File: src/design/pm_channel_mailbox_consts.vh
// constants for the power-management mailbox channel pair
`ifndef PM_CHANNEL_MAILBOX_CONSTS_VH
`define PM_CHANNEL_MAILBOX_CONSTS_VH

// ************************************************************
// core-side register offsets, channel 1
// ************************************************************
`define CH1_STATUS_OFS      16'hfeac
`define CH1_DATA_OUT_OFS    16'hfeae
`define CH1_DATA_IN_OFS     16'hfeb0
`define CH1_DATA_OUT_SCI_OFS 16'hfeb2
`define CH1_DATA_OUT_SMI_OFS 16'hfeb4
`define CH1_DATA_IN_SCI_OFS 16'hfeb6

// ************************************************************
// core-side register offsets, channel 2
// ************************************************************
`define CH2_STATUS_OFS      16'hfebe
`define CH2_DATA_OUT_OFS    16'hfec0
`define CH2_DATA_OUT_SCI_OFS 16'hfec4
`define CH2_DATA_OUT_SMI_OFS 16'hfec6
`define CH2_DATA_IN_SCI_OFS 16'hfec8
`define CH2_DATA_IN_OFS     16'hfed2

// ************************************************************
// status register fields and reset values
// ************************************************************
`define ST_OUT_FULL_BIT     0
`define ST_IN_FULL_BIT      1
`define ST_GEN_FLAG_BIT     2
`define ST_CMD_IND_BIT      3
`define ST_NIBBLE_LO        4
`define ST_NIBBLE_HI        7
`define STATUS_RESET        8'h00
`define LATCH_RESET         8'h00
`define RDATA_UNMAPPED      8'h00

// ************************************************************
// host irq mode field code for level mode
// ************************************************************
`define IRQ_MODE_LEVEL      3'h0

`endif

File: src/design/pm_channel_mailbox.v
// two-channel power-management mailbox with host read-return fifo
`timescale 1ns/1ps
`include "pm_channel_mailbox_consts.vh"

// ************************************************************
// read-return fifo
// ************************************************************
module pm_fifo #(
    parameter WIDTH = 8,
    parameter DEPTH = 8,
    parameter AW = 3
) (
    input wire clk,
    input wire arst_n,
    input wire ce,
    input wire in_valid,
    output wire in_ready,
    input wire [WIDTH-1:0] in_data,
    output wire out_valid,
    input wire out_ready,
    output wire [WIDTH-1:0] out_data
);
    // word storage, pointers and fill count
    reg [WIDTH-1:0] mem [0:DEPTH-1];
    reg [AW-1:0] wr_ptr;
    reg [AW-1:0] rd_ptr;
    reg [AW:0] count;
    wire push;
    wire pop;

    // honest full and empty from the word count
    assign in_ready = (count != DEPTH[AW:0]);
    assign out_valid = (count != {(AW+1){1'b0}});
    assign out_data = mem[rd_ptr];
    assign push = in_valid & in_ready & ce;
    assign pop = out_valid & out_ready & ce;

    // storage, written only on accepted pushes
    // a push never lands on the head word while the queue holds data
    always @(posedge clk) begin
        if (push) begin
            mem[wr_ptr] <= in_data;
        end
    end

    // pointers wrap at the depth
    always @(posedge clk or negedge arst_n) begin
        if (!arst_n) begin
            wr_ptr <= {AW{1'b0}};
            rd_ptr <= {AW{1'b0}};
            count <= {(AW+1){1'b0}};
        end else begin
            if (push) begin
                wr_ptr <= (wr_ptr == DEPTH[AW-1:0] - 1'b1) ? {AW{1'b0}} : wr_ptr + 1'b1;
            end
            if (pop) begin
                rd_ptr <= (rd_ptr == DEPTH[AW-1:0] - 1'b1) ? {AW{1'b0}} : rd_ptr + 1'b1;
            end
            if (push & ~pop) begin
                count <= count + 1'b1;
            end else if (pop & ~push) begin
                count <= count - 1'b1;
            end
        end
    end
endmodule

// ************************************************************
// one mailbox channel
// ************************************************************
module pm_chan (
    input wire clk,
    input wire arst_n,
    input wire ce,
    input wire host_wr,
    input wire host_cmd,
    input wire [7:0] host_wdata,
    input wire host_data_rd,
    input wire core_st_wr,
    input wire [7:0] core_wdata,
    input wire core_do_wr,
    input wire core_doc_wr,
    input wire core_dom_wr,
    input wire core_di_rd,
    input wire core_dic_rd,
    input wire enhanced_mode_enable,
    input wire ibf_ie,
    input wire obe_ie,
    input wire irq_hw_en,
    input wire [2:0] irq_mode,
    input wire sci_en,
    input wire smi_en,
    output wire [7:0] status,
    output reg [7:0] output_latch,
    output reg [7:0] input_latch,
    output wire core_irq_ibf,
    output wire core_irq_obe,
    output reg host_irq,
    output reg sci,
    output reg smi
);
    // status fields held as separate flops
    reg output_full_flag;
    reg input_full_flag;
    reg general_flag;
    reg command_indicator;
    reg [3:0] general_flags_nibble;
    wire any_do_wr;
    wire any_di_rd;
    wire next_output_full;
    wire next_input_full;

    // any data-out flavour, any data-in flavour
    assign any_do_wr = core_do_wr | core_doc_wr | core_dom_wr;
    assign any_di_rd = core_di_rd | core_dic_rd;

    // RULE4: output full set by any data-out write
    // RULE5: host data read clears it, a write in the same cycle wins
    assign next_output_full = any_do_wr | (output_full_flag & ~host_data_rd);
    // RULE1: host write sets input full
    // RULE3: core data-in read clears it, set wins
    assign next_input_full = host_wr | (input_full_flag & ~any_di_rd);

    // RULE15: status byte layout
    // RULE6: same layout on both sides
    // RULE17: high nibble bits 4-6 carry burst, sci and smi event meaning
    assign status = {general_flags_nibble, command_indicator, general_flag,
                     input_full_flag, output_full_flag};

    // RULE8: input-full core interrupt
    assign core_irq_ibf = ibf_ie & input_full_flag;
    // RULE9: output-empty core interrupt
    // RULE10: drops once a data-out write sets output full
    assign core_irq_obe = obe_ie & ~output_full_flag;

    // status flags and latches
    always @(posedge clk or negedge arst_n) begin
        if (!arst_n) begin
            output_full_flag <= 1'b0;
            input_full_flag <= 1'b0;
            general_flag <= 1'b0;
            command_indicator <= 1'b0;
            general_flags_nibble <= 4'h0;
            output_latch <= `LATCH_RESET;
            input_latch <= `LATCH_RESET;
        end else if (ce) begin
            // RULE20: flags update in one edge
            output_full_flag <= next_output_full;
            input_full_flag <= next_input_full;
            // RULE1: latch the host byte
            if (host_wr) begin
                input_latch <= host_wdata;
                // RULE2: record data or command address
                command_indicator <= host_cmd;
            end
            // RULE14: overwrite while full is allowed, firmware avoids it
            if (any_do_wr) begin
                output_latch <= core_wdata;
            end
            // RULE16: only flag bits are core writable
            if (core_st_wr) begin
                general_flag <= core_wdata[`ST_GEN_FLAG_BIT];
                general_flags_nibble <= core_wdata[`ST_NIBBLE_HI:`ST_NIBBLE_LO];
            end
        end
    end

    // host irq and sci/smi event outputs
    always @(posedge clk or negedge arst_n) begin
        if (!arst_n) begin
            host_irq <= 1'b0;
            sci <= 1'b0;
            smi <= 1'b0;
        end else if (ce) begin
            // RULE7: level mode follows output full, read drops it
            // RULE11: pulse mode fires on the data-out write
            // pulse width shaping is left to the host side
            if (irq_mode == `IRQ_MODE_LEVEL) begin
                host_irq <= irq_hw_en & next_output_full;
            end else begin
                host_irq <= irq_hw_en & any_do_wr;
            end
            // RULE19: enhanced mode picks event by register used
            if (enhanced_mode_enable) begin
                // RULE12: sci on data-out-with-sci write
                sci <= sci_en & (core_doc_wr | core_dic_rd);
                // RULE13: smi on data-out-with-smi write
                smi <= smi_en & core_dom_wr;
            end else begin
                // RULE11: compatible mode sends enabled sci and smi
                sci <= sci_en & any_do_wr;
                smi <= smi_en & any_do_wr;
            end
        end
    end
endmodule

// ************************************************************
// top level
// ************************************************************
// Contract
// RULE1: host write to data or command address latches byte, sets input full.
// RULE2: status bit 3 clears on data write, sets on command write.
// RULE3: core read of data-in or data-in-with-sci clears input full.
// RULE4: any core data-out write sets output full; writes to that bit ignored.
// RULE5: host data read returns output latch and clears output full.
// RULE6: host status read returns the same layout the core sees.
// RULE7: level irq mode with hardware irq on: host data read drops irq.
// RULE8: input-full core interrupt raised while full when its enable is set.
// RULE9: output-empty core interrupt high while output full is clear, if enabled.
// RULE10: plain data-out write drops the output-empty core interrupt.
// RULE11: plain data-out write sends host irq; compatible mode also sci/smi.
// RULE12: data-out-with-sci write acts as plain write plus sci if enabled.
// RULE13: data-out-with-smi write acts as plain write plus smi if enabled.
// RULE14: firmware should write output latch only while output full clear.
// RULE15: status: out full, in full, flag, command bit, four flags; reset zero.
// RULE16: core may write bits 2 and 7-4 only.
// RULE17: flags 0-2 mean burst, sci event, smi event in acpi use.
// RULE18: two independent channels, each with its own registers and latches.
// RULE19: enhanced sci/smi behaviour only when the enhanced enable is set.
// RULE20: flag updates visible to the other side on its next access.
module pm_channel_mailbox #(
    parameter FIFO_WIDTH = 8,
    parameter FIFO_DEPTH = 8,
    parameter FIFO_AW = 3
) (
    input wire CORE_CLK,
    input wire ARST_N,
    input wire CLK_EN,
    input wire [15:0] CORE_ADDR,
    input wire CORE_WR,
    input wire CORE_RD,
    input wire [7:0] CORE_WDATA,
    output reg [7:0] CORE_RDATA,
    input wire HOST_CHAN,
    input wire HOST_CMD,
    input wire HOST_WR,
    input wire [7:0] HOST_WDATA,
    input wire HOST_RD,
    output wire HOST_READY,
    output wire HOST_RVALID,
    input wire HOST_RREADY,
    output wire [FIFO_WIDTH-1:0] HOST_RDATA,
    input wire [1:0] ENH_MODE_EN,
    input wire [1:0] CORE_IBF_IE,
    input wire [1:0] CORE_OBE_IE,
    input wire [1:0] HOST_IRQ_HW_EN,
    input wire [5:0] HOST_IRQ_MODE,
    input wire [1:0] HW_SCI_EN,
    input wire [1:0] HW_SMI_EN,
    output wire [1:0] CORE_IRQ_IBF,
    output wire [1:0] CORE_IRQ_OBE,
    output wire [1:0] HOST_IRQ,
    output wire [1:0] SCI_PULSE,
    output wire [1:0] SMI_PULSE
);
    // per-channel offset tables and channel views
    wire [15:0] ofs_st [0:1];
    wire [15:0] ofs_do [0:1];
    wire [15:0] ofs_doc [0:1];
    wire [15:0] ofs_dom [0:1];
    wire [15:0] ofs_di [0:1];
    wire [15:0] ofs_dic [0:1];
    wire [7:0] status [0:1];
    wire [7:0] out_latch [0:1];
    wire [7:0] in_latch [0:1];
    wire host_rd_take;
    wire fifo_in_ready;
    wire [7:0] host_ret;
    reg [7:0] next_rdata;
    integer i;

    // one table entry per channel, decoded by exact match
    assign ofs_st[0] = `CH1_STATUS_OFS;
    assign ofs_st[1] = `CH2_STATUS_OFS;
    assign ofs_do[0] = `CH1_DATA_OUT_OFS;
    assign ofs_do[1] = `CH2_DATA_OUT_OFS;
    assign ofs_doc[0] = `CH1_DATA_OUT_SCI_OFS;
    assign ofs_doc[1] = `CH2_DATA_OUT_SCI_OFS;
    assign ofs_dom[0] = `CH1_DATA_OUT_SMI_OFS;
    assign ofs_dom[1] = `CH2_DATA_OUT_SMI_OFS;
    assign ofs_di[0] = `CH1_DATA_IN_OFS;
    assign ofs_di[1] = `CH2_DATA_IN_OFS;
    assign ofs_dic[0] = `CH1_DATA_IN_SCI_OFS;
    assign ofs_dic[1] = `CH2_DATA_IN_SCI_OFS;

    // host read taken only when the return fifo has room
    // a refused read leaves status and latches untouched
    assign HOST_READY = host_rd_take | ~HOST_RD ? 1'b1 : 1'b0;
    assign host_rd_take = HOST_RD & fifo_in_ready & CLK_EN;

    // RULE5: data read returns output latch
    // RULE6: command-address read returns status
    assign host_ret = HOST_CMD ? status[HOST_CHAN] : out_latch[HOST_CHAN];

    // RULE18: two identical channels
    genvar g;
    generate
        for (g = 0; g < 2; g = g + 1) begin : gen_chan
            pm_chan u_chan (
                .clk(CORE_CLK),
                .arst_n(ARST_N),
                .ce(CLK_EN),
                .host_wr(HOST_WR & (HOST_CHAN == g)),
                .host_cmd(HOST_CMD),
                .host_wdata(HOST_WDATA),
                .host_data_rd(host_rd_take & ~HOST_CMD & (HOST_CHAN == g)),
                .core_st_wr(CORE_WR & (CORE_ADDR == ofs_st[g])),
                .core_wdata(CORE_WDATA),
                .core_do_wr(CORE_WR & (CORE_ADDR == ofs_do[g])),
                .core_doc_wr(CORE_WR & (CORE_ADDR == ofs_doc[g])),
                .core_dom_wr(CORE_WR & (CORE_ADDR == ofs_dom[g])),
                .core_di_rd(CORE_RD & (CORE_ADDR == ofs_di[g])),
                .core_dic_rd(CORE_RD & (CORE_ADDR == ofs_dic[g])),
                .enhanced_mode_enable(ENH_MODE_EN[g]),
                .ibf_ie(CORE_IBF_IE[g]),
                .obe_ie(CORE_OBE_IE[g]),
                .irq_hw_en(HOST_IRQ_HW_EN[g]),
                .irq_mode(HOST_IRQ_MODE[3*g+2:3*g]),
                .sci_en(HW_SCI_EN[g]),
                .smi_en(HW_SMI_EN[g]),
                .status(status[g]),
                .output_latch(out_latch[g]),
                .input_latch(in_latch[g]),
                .core_irq_ibf(CORE_IRQ_IBF[g]),
                .core_irq_obe(CORE_IRQ_OBE[g]),
                .host_irq(HOST_IRQ[g]),
                .sci(SCI_PULSE[g]),
                .smi(SMI_PULSE[g])
            );
        end
    endgenerate

    // host read answers queue here until the host drains them
    pm_fifo #(
        .WIDTH(FIFO_WIDTH),
        .DEPTH(FIFO_DEPTH),
        .AW(FIFO_AW)
    ) u_ret_fifo (
        .clk(CORE_CLK),
        .arst_n(ARST_N),
        .ce(CLK_EN),
        .in_valid(HOST_RD),
        .in_ready(fifo_in_ready),
        .in_data(host_ret),
        .out_valid(HOST_RVALID),
        .out_ready(HOST_RREADY),
        .out_data(HOST_RDATA)
    );

    // core read mux, unmapped reads and write-only registers give zero
    // data-in reads clear input full, so the core strobe lasts one cycle
    always @* begin
        next_rdata = `RDATA_UNMAPPED;
        for (i = 0; i < 2; i = i + 1) begin
            if (CORE_ADDR == ofs_st[i]) begin
                next_rdata = status[i];
            end else if ((CORE_ADDR == ofs_di[i]) || (CORE_ADDR == ofs_dic[i])) begin
                next_rdata = in_latch[i];
            end
        end
    end

    // core read data registered one edge after the strobe
    always @(posedge CORE_CLK or negedge ARST_N) begin
        if (!ARST_N) begin
            CORE_RDATA <= `RDATA_UNMAPPED;
        end else if (CLK_EN && CORE_RD) begin
            CORE_RDATA <= next_rdata;
        end
    end
endmodule

File: config.mk
export PLATFORM = sky130hd
export DESIGN_NAME = pm_channel_mailbox
export DESIGN_NICKNAME = d
export VERILOG_FILES = /design/src/design/pm_channel_mailbox.v
export VERILOG_INCLUDE_DIRS = /design/src /design/src/design
export SDC_FILE = /design/constraint.sdc
export NUM_CORES = 1
export LEC_CHECK = 0
export BUFFER_PORTS_ARGS = -buffer_cell sky130_fd_sc_hd__buf_2
export CORE_ASPECT_RATIO = 1.5
export CORE_MARGIN = 2
export CORE_UTILIZATION = 35
export DETAILED_ROUTE_END_ITERATION = 8
export GPL_TIMING_DRIVEN = 0
export PLACE_DENSITY = 0.67
export SYNTH_ARGS = -nofsm -noshare
export SYNTH_HDL_FRONTEND = slang
export SYNTH_SLANG_ARGS = --single-unit
export TNS_END_PERCENT = 20
File: constraint.sdc
create_clock -name CORE_CLK -period 2.5 [get_ports CORE_CLK]
set_input_delay 0.75 -clock CORE_CLK [delete_from_list [all_inputs] [get_ports CORE_CLK]]
set_output_delay 0.75 -clock CORE_CLK [all_outputs]
set_load 0.02 [all_outputs]
==> flow_summary_export.csv, run 1 <==
group,metric,value,unit
clock_tree,cts_tree,"done",
clock_tree,hold_buffers,0,
grt,antenna_found_initial,0,
grt,use_met1,0.153,
power,pwr-share-comb,0.246,
routing,wl_per_cell,18.2,um
yosys,synthesis.nets,499,
floorplan,core_region_area,17900,um2
routing,via_count,3939,
final_layout,fillers,1616,
sta,slew_viol_final,0,
grt,grt_overflow_total,0,
sta,finClkSkew,0.00609,ns
floorplan,die_y,169,um
grt,met2_usage,0.302,
power,switching_power,1.91,mW
routing,first_iter_violations,209,
setup_path,critPathCaptureType,"primary output",
power,vdd_ir_drop_max,0.452,mV
sta,post-route-period-util,1.10,
floorplan,dieArea,19200,um2
setup_path,crit_type,"flip-flop to primary output",
yosys,synth.avg_cell_area,14.7,um2
yosys,ys_types,53,
grt,grt_use_met3,0.0322,
final_layout,syn_to_final_growth,24.3,%
routing,first_pass_iters,4,
floorplan,start_util,0.354,
routing,wirelength,14000,um
sta,fin_ws,-0.240,ns
power,totalPowerFinal,7.08,mW
sta,rsz0062_at_grt,"true",
setup_path,path_max_fanout,8,
yosys,synth_area,6330,um2
final_layout,multi_input_area,2430,um2
sta,relSlewSlack,0.319,
yosys,ys.flop_type,"dfrtp_1",
sta,fmax,0.365,GHz
final_layout,layout-drive-gt1-share,0.449,
clock_tree,clk_path_buf_depth,2,
placed_design,dp_hpwl,10700,um
power,p_per_area,899,nW/um2
sta,finalSetupViolCount,9,
power,p_seq_frac,0.387,
power,cellLeakagePower,3.38,nW
grt,grt_max_degree,73,
placed_design,pre_cts_ws,-0.790,ns
yosys,syn_inst,431,
setup_path,worstPathArrival,1.99,ns
power,p_sw_frac,0.270,
clock_tree,cts-root-buf,"clkbuf_16",
sta,finalHoldViolCount,0,
sta,worst_pin_slew,1.02,ns
placed_design,port_buffers,83,
final_layout,layout_common_cells,"buf_2, dfrtp_1, edfxtp_1",
floorplan,rows,60,
routing,ant_nets,0,
floorplan,pin_count,88,
final_layout,fin_nets,603,
clock_tree,numCtsBuffers,17,
yosys,synth-edff-count,64,
clock_tree,cts.sink_count,136,
yosys,synthArstFlopShare,0.529,
grt,track_usage,0.153,
placed_design,place.gp.congestion,0.785,
sta,fin_crit,2.74,ns
floorplan,die_w,114,um
status,status,"finished with violations",
sta,setup_tns,-1.84,ns
status,violations,"setup timing",
yosys,yosysSeqAreaShare,0.588,
min_path,worstHoldPathType,"primary input to asynchronous set/reset pin",
flow_run,max_cap_viol_count,0,
grt,grt.busiest_layer,"met2",
power,clkPwrFrac,0.367,
routing,drcViolationCount,0,
routing,via_per_inst,5.15,
setup_path,start_kind,"flip-flop",
final_layout,regArea,3730,um2
final_layout,final_common_cell,"buf_2",
clock_tree,cts_max_level,4,
clock_tree,insertion_delay,0.41,ns
yosys,synth-seq-cells,136,
yosys,yosys_warnings,0,
power,p_int,5.17,mW
final_layout,diodes,0,
clock_tree,clk_pin_slew,0.06,ns
grt,grt_pass1_vias,4307,
setup_path,required,1.75,ns
grt,grt_pass1_wl,22400,um
[registers in the layout, summed over array words and instances (netlist names)]
name                                  count
gen_chan.u_chan.output_full_flag          2
u_ret_fifo.count                          4
u_ret_fifo.mem                           64
gen_chan.u_chan.output_latch             16
gen_chan.u_chan.host_irq                  2
gen_chan.u_chan.general_flags_nibble      8
CORE_RDATA                                8
gen_chan.u_chan.input_full_flag           2
gen_chan.u_chan.input_latch              16
u_ret_fifo.wr_ptr                         3
gen_chan.u_chan.smi                       2
gen_chan.u_chan.general_flag              2
gen_chan.u_chan.sci                       2
gen_chan.u_chan.command_indicator         2
u_ret_fifo.rd_ptr                         3
[per-layer routing]
layer | share of wire | routed length (um)
met5 | 0 | 0
met4 | 0.019 | 267
met3 | 0.032 | 444
met2 | 0.59 | 8250
met1 | 0.36 | 4990
[per-stage QoR]
stage,hold WS [ns],utilization,instance area [um2],std cells
3_3_place_gp,0.479,0.393,7030,731
6_report,0.461,0.440,7870,765
3_5_place_dp,0.476,0.394,7040,731
5_1_grt,0.518,0.440,7870,765
2_1_floorplan,0.447,-,6340,431
4_1_cts,0.503,0.439,7840,764
[synth_stat cells (3+ instances only)]
cell | n | area, um2
nor2_1 | 7 | 26.3
a21oi_1 | 3 | 15.0
nor4b_1 | 4 | 35.0
nand4b_1 | 7 | 61.3
a22o_1 | 4 | 35.0
inv_1 | 17 | 63.8
dfrtp_1 | 72 | 1800
mux4_2 | 24 | 541
nor2b_1 | 4 | 25.0
and2_1 | 11 | 68.8
edfxtp_1 | 64 | 1920
nand3_1 | 7 | 35.0
nand2_1 | 21 | 78.8
nor3_1 | 5 | 25.0
xnor2_1 | 3 | 26.3
nor3b_1 | 4 | 30.0
ha_1 | 7 | 87.6
buf_2 | 8 | 40.0
buf_6 | 4 | 45.0
o211a_1 | 7 | 70.1
a31oi_1 | 9 | 56.3
and3_1 | 5 | 31.3
nand4_1 | 3 | 18.8
nor4_1 | 3 | 18.8
o21ai_0 | 19 | 95.1
clkbuf_1 | 9 | 33.8
buf_4 | 12 | 90.1
mux2_4 | 13 | 195
mux2_2 | 43 | 484
[worst paths after layout]
kind / startpoint / to / slack (ns) / depth (start not counted)
max in group asynchronous: ARST_N / u_ret_fifo.rd_ptr[1] / 1.41 / 1
min: ARST_N / gen_chan[0].u_chan.smi / 0.46 / 1
max: u_ret_fifo.rd_ptr[0] / HOST_RDATA[7] / -0.24 / 5
max reg2reg: u_ret_fifo.count[1] / u_ret_fifo.count[3] / -0.01 / 11
min reg2reg: gen_chan[1].u_chan.input_latch[0] / gen_chan[1].u_chan.input_latch[0] / 0.50 / 1
min in group CORE_CLK: gen_chan[1].u_chan.input_latch[0] / gen_chan[1].u_chan.input_latch[0] / 0.50 / 1
[worst max-delay path: stages (launching register included)]
cell     delay [ns]
dfrtp_1        0.39
buf_8          0.13
buf_12         0.13
mux4_2         0.51
mux2_4         0.28
buf_6          0.13
[power groups by stage]
stage	registers, mW	clock network (mW)	logic [mW]
2_1_floorplan	2.68	0	1.07
3_3_place_gp	2.70	0	1.40
3_5_place_dp	2.73	0	1.45
4_1_cts	2.74	2.65	1.73
5_1_grt	2.77	2.73	1.88
6_report	2.74	2.60	1.74
[kinds of logic after synthesis]
logic type | Yosys count | synth area share
AND/OR/NAND/NOR | 94 | 0.0895
XOR/XNOR | 5 | 0.00692
adder cells (fa/ha/maj) | 8 | 0.0170
multiplexers | 81 | 0.194
AO/OA/AOI/OAI | 56 | 0.0603
buffers and inverters | 51 | 0.0437
flip-flops | 136 | 0.588
[timing repair]
| item | CTS | global route |
|---|---|---|
| resized for setup | 42 | 7 |
| buffers inserted | 2 | 1 |
| pin swaps | 1 | 3 |
| endpoints found under the setup margin | 42 | 42 |
[final cells by class]
| class | count | share of cell area |
|---|---|---|
| Buffer | 33 | 0.0310 |
| Tap cell | 217 | 0.0345 |
| Inverter | 17 | 0.00811 |
| Sequential cell | 136 | 0.474 |
| Timing Repair Buffer | 86 | 0.0639 |
| Multi-Input combinational cell | 244 | 0.309 |
| Clock buffer | 22 | 0.0636 |
| Clock inverter | 10 | 0.0162 |
(Power assumes the default switching activity.)
==> run 2: changes to the inputs <==
--- a/config.mk
+++ b/config.mk
@@ -6,6 +6,7 @@
 export SDC_FILE = /design/constraint.sdc
 export NUM_CORES = 1
 export LEC_CHECK = 0
+export ABC_AREA = 1
 export BUFFER_PORTS_ARGS = -buffer_cell sky130_fd_sc_hd__buf_2
 export CORE_ASPECT_RATIO = 1.5
 export CORE_MARGIN = 2
==> flow_summary_export.csv, run 2 <==
group,metric,value,unit
status,status,"finished with violations",
power,switching_power,2.34,mW
placed_design,port_buffers,85,
final_layout,fin_util,0.446,
grt,grt_pass1_wl,26400,um
power,totalPowerFinal,7.44,mW
setup_path,start_kind,"flip-flop",
floorplan,start_util,0.358,
final_layout,layout-drive-gt1-share,0.232,
setup_path,path_max_fanout,7,
placed_design,place.gp.congestion,0.865,
routing,first_pass_iters,5,
power,cellLeakagePower,3.67,nW
yosys,synth.avg_cell_area,9.17,um2
yosys,synth_top_area_frac,0.300,
floorplan,die_y,170,um
setup_path,critPathCaptureType,"primary output",
power,p_per_area,930,nW/um2
grt,antenna_found_initial,1,
yosys,ys_types,37,
power,clkPwrFrac,0.353,
sta,rsz0062_at_grt,"true",
power,vdd_ir_drop_max,0.354,mV
routing,wirelength,16500,um
floorplan,core_region_area,17900,um2
grt,grt_overflow_total,0,
power,p_int,5.10,mW
final_layout,largestRegisters,"u_ret_fifo.mem x64, gen_chan.u_chan.input_latch x16, gen_chan.u_chan.output_latch x16",
routing,drcViolationCount,0,
sta,finalHoldViolCount,0,
setup_path,required,1.75,ns
yosys,yosysSeqAreaShare,0.580,
floorplan,die_w,115,um
status,violations,"setup timing",
clock_tree,insertion_delay,0.42,ns
yosys,synth.most_common_cell,"nand2_1",
grt,grt_pass1_vias,5228,
routing,via_count,5203,
yosys,synth-seq-cells,136,
clock_tree,cts.sink_count,136,
floorplan,rows,60,
min_path,worstHoldPathType,"primary input to asynchronous set/reset pin",
sta,whs,0.302,ns
sta,fin_ws,-0.0914,ns
clock_tree,hold_buffers,0,
sta,worst_pin_slew,0.918,ns
power,pwr-share-comb,0.284,
clock_tree,numCtsBuffers,17,
setup_path,worstPathArrival,1.84,ns
placed_design,dp_hpwl,12300,um
power,p_sw_frac,0.314,
floorplan,dieArea,19500,um2
yosys,yosys.area.top_type,"edfxtp_1",
sta,finClkSkew,0.00768,ns
yosys,yosys_warnings,0,
yosys,synthTopCellsByCount,"nand2_1, nor2_1, o21ai_0",
sta,finalSetupViolCount,8,
yosys,synthArstFlopShare,0.529,
routing,wl_per_cell,15.8,um
routing,first_iter_violations,307,
clock_tree,clk_path_buf_depth,2,
setup_path,crit_type,"flip-flop to primary output",
clock_tree,cts-root-buf,"clkbuf_16",
clock_tree,cts_max_level,4,
final_layout,layout_common_cells,"nand2_1, nor2_1, o21ai_0",
clock_tree,cts_tree,"done",
final_layout,final_common_cell,"nand2_1",
yosys,synth_area,6420,um2
grt,grt_max_degree,40,
sta,relSlewSlack,0.388,
yosys,synth_area_leaders,"edfxtp_1, dfrtp_1, nand2_1",
sta,fin_crit,2.59,ns
sta,slew_viol_final,0,
routing,via_per_inst,4.99,
clock_tree,clk_pin_slew,0.06,ns
final_layout,largest_reg_flops,64,
yosys,ys.flop_type,"dfrtp_1",
yosys,synth-edff-count,64,
sta,fmax,0.386,GHz
flow_run,max_cap_viol_count,0,
sta,post-route-period-util,1.04,
final_layout,fillers,1722,
yosys,syn_inst,700,
final_layout,syn_to_final_growth,24.6,%
final_layout,fin_nets,880,
grt,track_usage,0.177,
floorplan,pin_count,88,
final_layout,largest_register,"u_ret_fifo.mem",
routing,ant_nets,0,
setup_path,r2r_slack,0.26,ns
power,p_seq_frac,0.363,
yosys,synthesis.nets,768,
==> run 2: cell types whose count changed in the layout (fill, tap and decap cells not counted), sizes merged, moves of 6 or more <==
cell    before  now
nand3        8   34
nand2       21  156
and2        11    0
mux4        24    0
mux2        56    0
inv         23   51
clkinv       2    8
o21ai       20   92
o211a        7    0
nor2         7  138
nand4b       7    0
o22ai        1   16
nand4        3   12
==> run 2: kinds of logic (layout without fill, tap and decap cells) <==
group	Yosys count	count (layout)	synth area share
AO/OA/AOI/OAI	123	123	0.107
XOR/XNOR	3	3	0.00410
adder cells (fa/ha/maj)	8	8	0.0168
buffers and inverters	83	208	0.0591
flip-flops	136	136	0.580
other	0	1	0
AND/OR/NAND/NOR	347	347	0.233
==> run 2: through the flow <==
step           cell area [um2]  cells  TNS (ns)  worst slack, ns
2_1_floorplan             6430    700         0           0.0184
3_3_place_gp              7120   1002     -8.69           -0.242
3_5_place_dp              7150   1003    -12.12           -0.226
4_1_cts                   7930   1039    -0.854           -0.143
5_1_grt                   8000   1043     -1.12           -0.169
6_report                  8000   1043    -0.447          -0.0914
==> run 2: worst paths after layout <==
kind | depth (start not counted) | start | end
max in group asynchronous | 2 | ARST_N | gen_chan[1].u_chan.output_latch[6]
setup reg to reg | 11 | u_ret_fifo.count[0] | u_ret_fifo.count[3]
hold / removal | 1 | ARST_N | gen_chan[1].u_chan.sci
min in group CORE_CLK | 2 | CORE_RDATA[3] | CORE_RDATA[3]
hold reg to reg | 2 | CORE_RDATA[3] | CORE_RDATA[3]
setup / recovery | 8 | u_ret_fifo.rd_ptr[0] | HOST_RDATA[2]
==> run 2: final cells by class <==
class,count,area [um2],share of cell area
Inverter,51,201,0.0252
Timing Repair Buffer,93,524,0.0656
Clock buffer,18,429,0.0537
Antenna cell,1,2.50,0.000313
Buffer,32,260,0.0325
Multi-Input combinational cell,481,2390,0.298
Clock inverter,14,198,0.0247
Sequential cell,136,3720,0.466
Tap cell,217,272,0.0339
==> run 2: power groups by stage <==
stage	Combinational, mW	Sequential (mW)	Clock (mW)
2_1_floorplan	1.15	2.71	0
3_3_place_gp	1.70	2.73	0
3_5_place_dp	1.73	2.74	0
4_1_cts	2.02	2.70	2.66
5_1_grt	2.34	2.73	2.76
6_report	2.11	2.70	2.63
==> run 2: repair_timing <==
action,in CTS,in global routing
endpoints found under the setup margin,8,9
gates resized for setup,45,18
buffers inserted,3,3
pin swaps,4,7
endpoints found under the hold margin,0,0
gates cloned,1,0
==> run 2: critical path, cell delays in order (launching register included) <==
cell       delay (ns)
dfrtp_1          0.39
buf_6            0.15
inv_8            0.07
clkbuf_16        0.14
nor2_4           0.03
o22ai_2          0.15
nor2_1           0.06
a31oi_1          0.23
buf_4            0.19
==> run 2: per-layer routing <==
layer / vias to the layer above / global-route usage / share of wire
met5: - / 0 / 0
met4: 0 / 0.0726 / 0.023
met3: 29 / 0.0303 / 0.038
met2: 145 / 0.342 / 0.57
met1: 2470 / 0.186 / 0.37
li1: 2559 / - / -
==> run 3: changes to the inputs <==
--- a/config.mk
+++ b/config.mk
@@ -13,7 +13,7 @@
 export CORE_UTILIZATION = 35
 export DETAILED_ROUTE_END_ITERATION = 8
 export GPL_TIMING_DRIVEN = 0
-export PLACE_DENSITY = 0.67
+export PLACE_DENSITY = 0.65
 export SYNTH_ARGS = -nofsm -noshare
 export SYNTH_HDL_FRONTEND = slang
 export SYNTH_SLANG_ARGS = --single-unit
==> constraint.sdc (replaced) <==
create_clock -name CORE_CLK -period 2.8 [get_ports CORE_CLK]
set_input_delay 0.84 -clock CORE_CLK [delete_from_list [all_inputs] [get_ports CORE_CLK]]
set_output_delay 0.84 -clock CORE_CLK [all_outputs]
set_load 0.02 [all_outputs]
==> flow_summary_export.csv, run 3 (synthesis results as in run 2) <==
group,metric,value,unit
power,switching_power,2.12,mW
placed_design,dp_hpwl,12000,um
placed_design,dpl.cell_count,1003,
grt,grt_max_degree,49,
final_layout,fillers,1739,
routing,first_pass_iters,4,
power,p_int,4.29,mW
sta,slew_viol_final,0,
routing,via_count,5115,
grt,grt_overflow_total,0,
power,clkPwrFrac,0.353,
floorplan,pin_count,88,
sta,post-route-period-util,0.986,
routing,wirelength,16100,um
routing,drcViolationCount,0,
routing,wl_per_cell,15.5,um
sta,finClkSkew,0.0107,ns
power,p_per_area,815,nW/um2
final_layout,fin_nets,874,
clock_tree,cts_tree,"done",
floorplan,dieArea,19500,um2
grt,grt_pass1_wl,25800,um
final_layout,largest_register,"u_ret_fifo.mem",
flow_run,max_cap_viol_count,0,
power,pwr-share-comb,0.268,
routing,ant_nets,0,
power,p_seq_frac,0.379,
final_layout,largestRegisters,"u_ret_fifo.mem x64, gen_chan.u_chan.input_latch x16, gen_chan.u_chan.output_latch x16",
power,totalPowerFinal,6.41,mW
sta,fin_ws,0.0396,ns
final_layout,diodes,0,
setup_path,path_max_fanout,10,
floorplan,die_w,115,um
sta,fin_crit,2.76,ns
floorplan,core_region_area,17900,um2
power,p_sw_frac,0.331,
setup_path,worstPathArrival,1.92,ns
grt,track_usage,0.175,
grt,grt_pass1_vias,5232,
status,status,"finished clean",
final_layout,final_common_cell,"nand2_1",
min_path,worstHoldPathType,"primary input to asynchronous set/reset pin",
sta,worst_pin_slew,0.892,ns
final_layout,layout_common_cells,"nand2_1, nor2_1, o21ai_0",
clock_tree,insertion_delay,0.42,ns
sta,finalHoldViolCount,0,
sta,relSlewSlack,0.405,
placed_design,place.gp.congestion,0.856,
sta,finalSetupViolCount,0,
floorplan,rows,60,
floorplan,start_util,0.358,
clock_tree,cts_max_level,4,
final_layout,layout-drive-gt1-share,0.217,
setup_path,critPathCaptureType,"primary output",
power,cellLeakagePower,3.62,nW
final_layout,syn_to_final_growth,22.6,%
sta,rsz0062_at_grt,"true",
clock_tree,clk_pin_slew,0.06,ns
clock_tree,clk_path_buf_depth,2,
sta,setup_tns,0,ns
sta,fmax,0.362,GHz
grt,antenna_found_initial,0,
final_layout,final_cells,1036,
power,vdd_ir_drop_max,0.503,mV
sta,whs,0.338,ns
placed_design,pre_cts_ws,-0.0735,ns
final_layout,largest_reg_flops,64,
routing,via_per_inst,4.94,
setup_path,r2r_slack,0.37,ns
routing,first_iter_violations,225,
setup_path,required,1.96,ns
clock_tree,numCtsBuffers,17,
clock_tree,cts-root-buf,"clkbuf_16",
setup_path,crit_type,"flip-flop to primary output",
setup_path,start_kind,"flip-flop",
clock_tree,cts.sink_count,136,
placed_design,port_buffers,85,
floorplan,die_y,170,um
-- run 3: changes by cell type in the layout (fill, tap and decap cells not counted), moves of 4 or more --
cell     delta
nor2_1      +5
buf_4       -9
buf_2       +5
o21ai_0     +6
o21ai_1     -6
inv_6       +5
nor2_2      -4
-- run 3: worst max-delay path, stage by stage, from the launching register on --
cell and delay [ns]:
dfrtp_2 0.48, inv_4 0.11, buf_8 0.14, nor2_1 0.06
o22ai_2 0.24, nor2_1 0.08, a31oi_1 0.20, buf_4 0.18
-- run 3: worst paths after layout --
path / from / end / depth (start not counted)
hold / removal: ARST_N / gen_chan[1].u_chan.smi / 1
setup / recovery: u_ret_fifo.rd_ptr[0] / HOST_RDATA[0] / 7
max in group asynchronous: ARST_N / gen_chan[0].u_chan.output_latch[7] / 2
min in group CORE_CLK: gen_chan[0].u_chan.output_latch[1] / gen_chan[0].u_chan.output_latch[1] / 2
hold reg to reg: gen_chan[0].u_chan.output_latch[1] / gen_chan[0].u_chan.output_latch[1] / 2
setup reg to reg: u_ret_fifo.count[0] / u_ret_fifo.count[3] / 12
-- run 3: per-stage QoR --
step	area [um2]	util
after floorplan	6420	-
after global placement	7110	0.396
after detailed placement	7140	0.398
after CTS	7830	0.436
after global routing	7870	0.438
final	7870	0.438
-- run 3: power groups by stage --
stage / Combinational (mW) / Clock [mW] / Sequential [mW]
2_1_floorplan: 1.02 / 0 / 2.42
3_3_place_gp: 1.52 / 0 / 2.44
3_5_place_dp: 1.55 / 0 / 2.45
4_1_cts: 1.69 / 2.29 / 2.41
5_1_grt: 1.90 / 2.38 / 2.45
6_report: 1.72 / 2.26 / 2.43
-- run 3: routing by layer --
layer | vias up | wire (um) | global-route usage | share of wire
met1 | 2385 | 5930 | 0.179 | 0.37
met2 | 147 | 8970 | 0.335 | 0.56
met4 | 0 | 460 | 0.0827 | 0.029
met3 | 32 | 724 | 0.0321 | 0.045
li1 | 2551 | - | - | -
met5 | - | 0 | 0 | 0
-- run 3: repair_timing --
item                                   4_1_cts  5_1_grt
resized for setup                           27       16
hold buffers                                 0        0
setup buffers                                0        2
gates cloned                                 0        0
setup endpoints to repair                    8        8
pin swaps                                    0        2
endpoints found under the hold margin        0        0
-- run 3: area by class of cell --
| class | instances | area (um2) | share of cell area |
|---|---|---|---|
| multi-input combinational | 481 | 2350 | 0.299 |
| inverter | 51 | 196 | 0.0250 |
| sequential | 136 | 3730 | 0.474 |
| clock buffer | 17 | 425 | 0.0541 |
| tap | 217 | 272 | 0.0345 |
| buffer | 31 | 236 | 0.0301 |
| timing repair buffer | 88 | 480 | 0.0611 |
| clock inverter | 15 | 178 | 0.0226 |
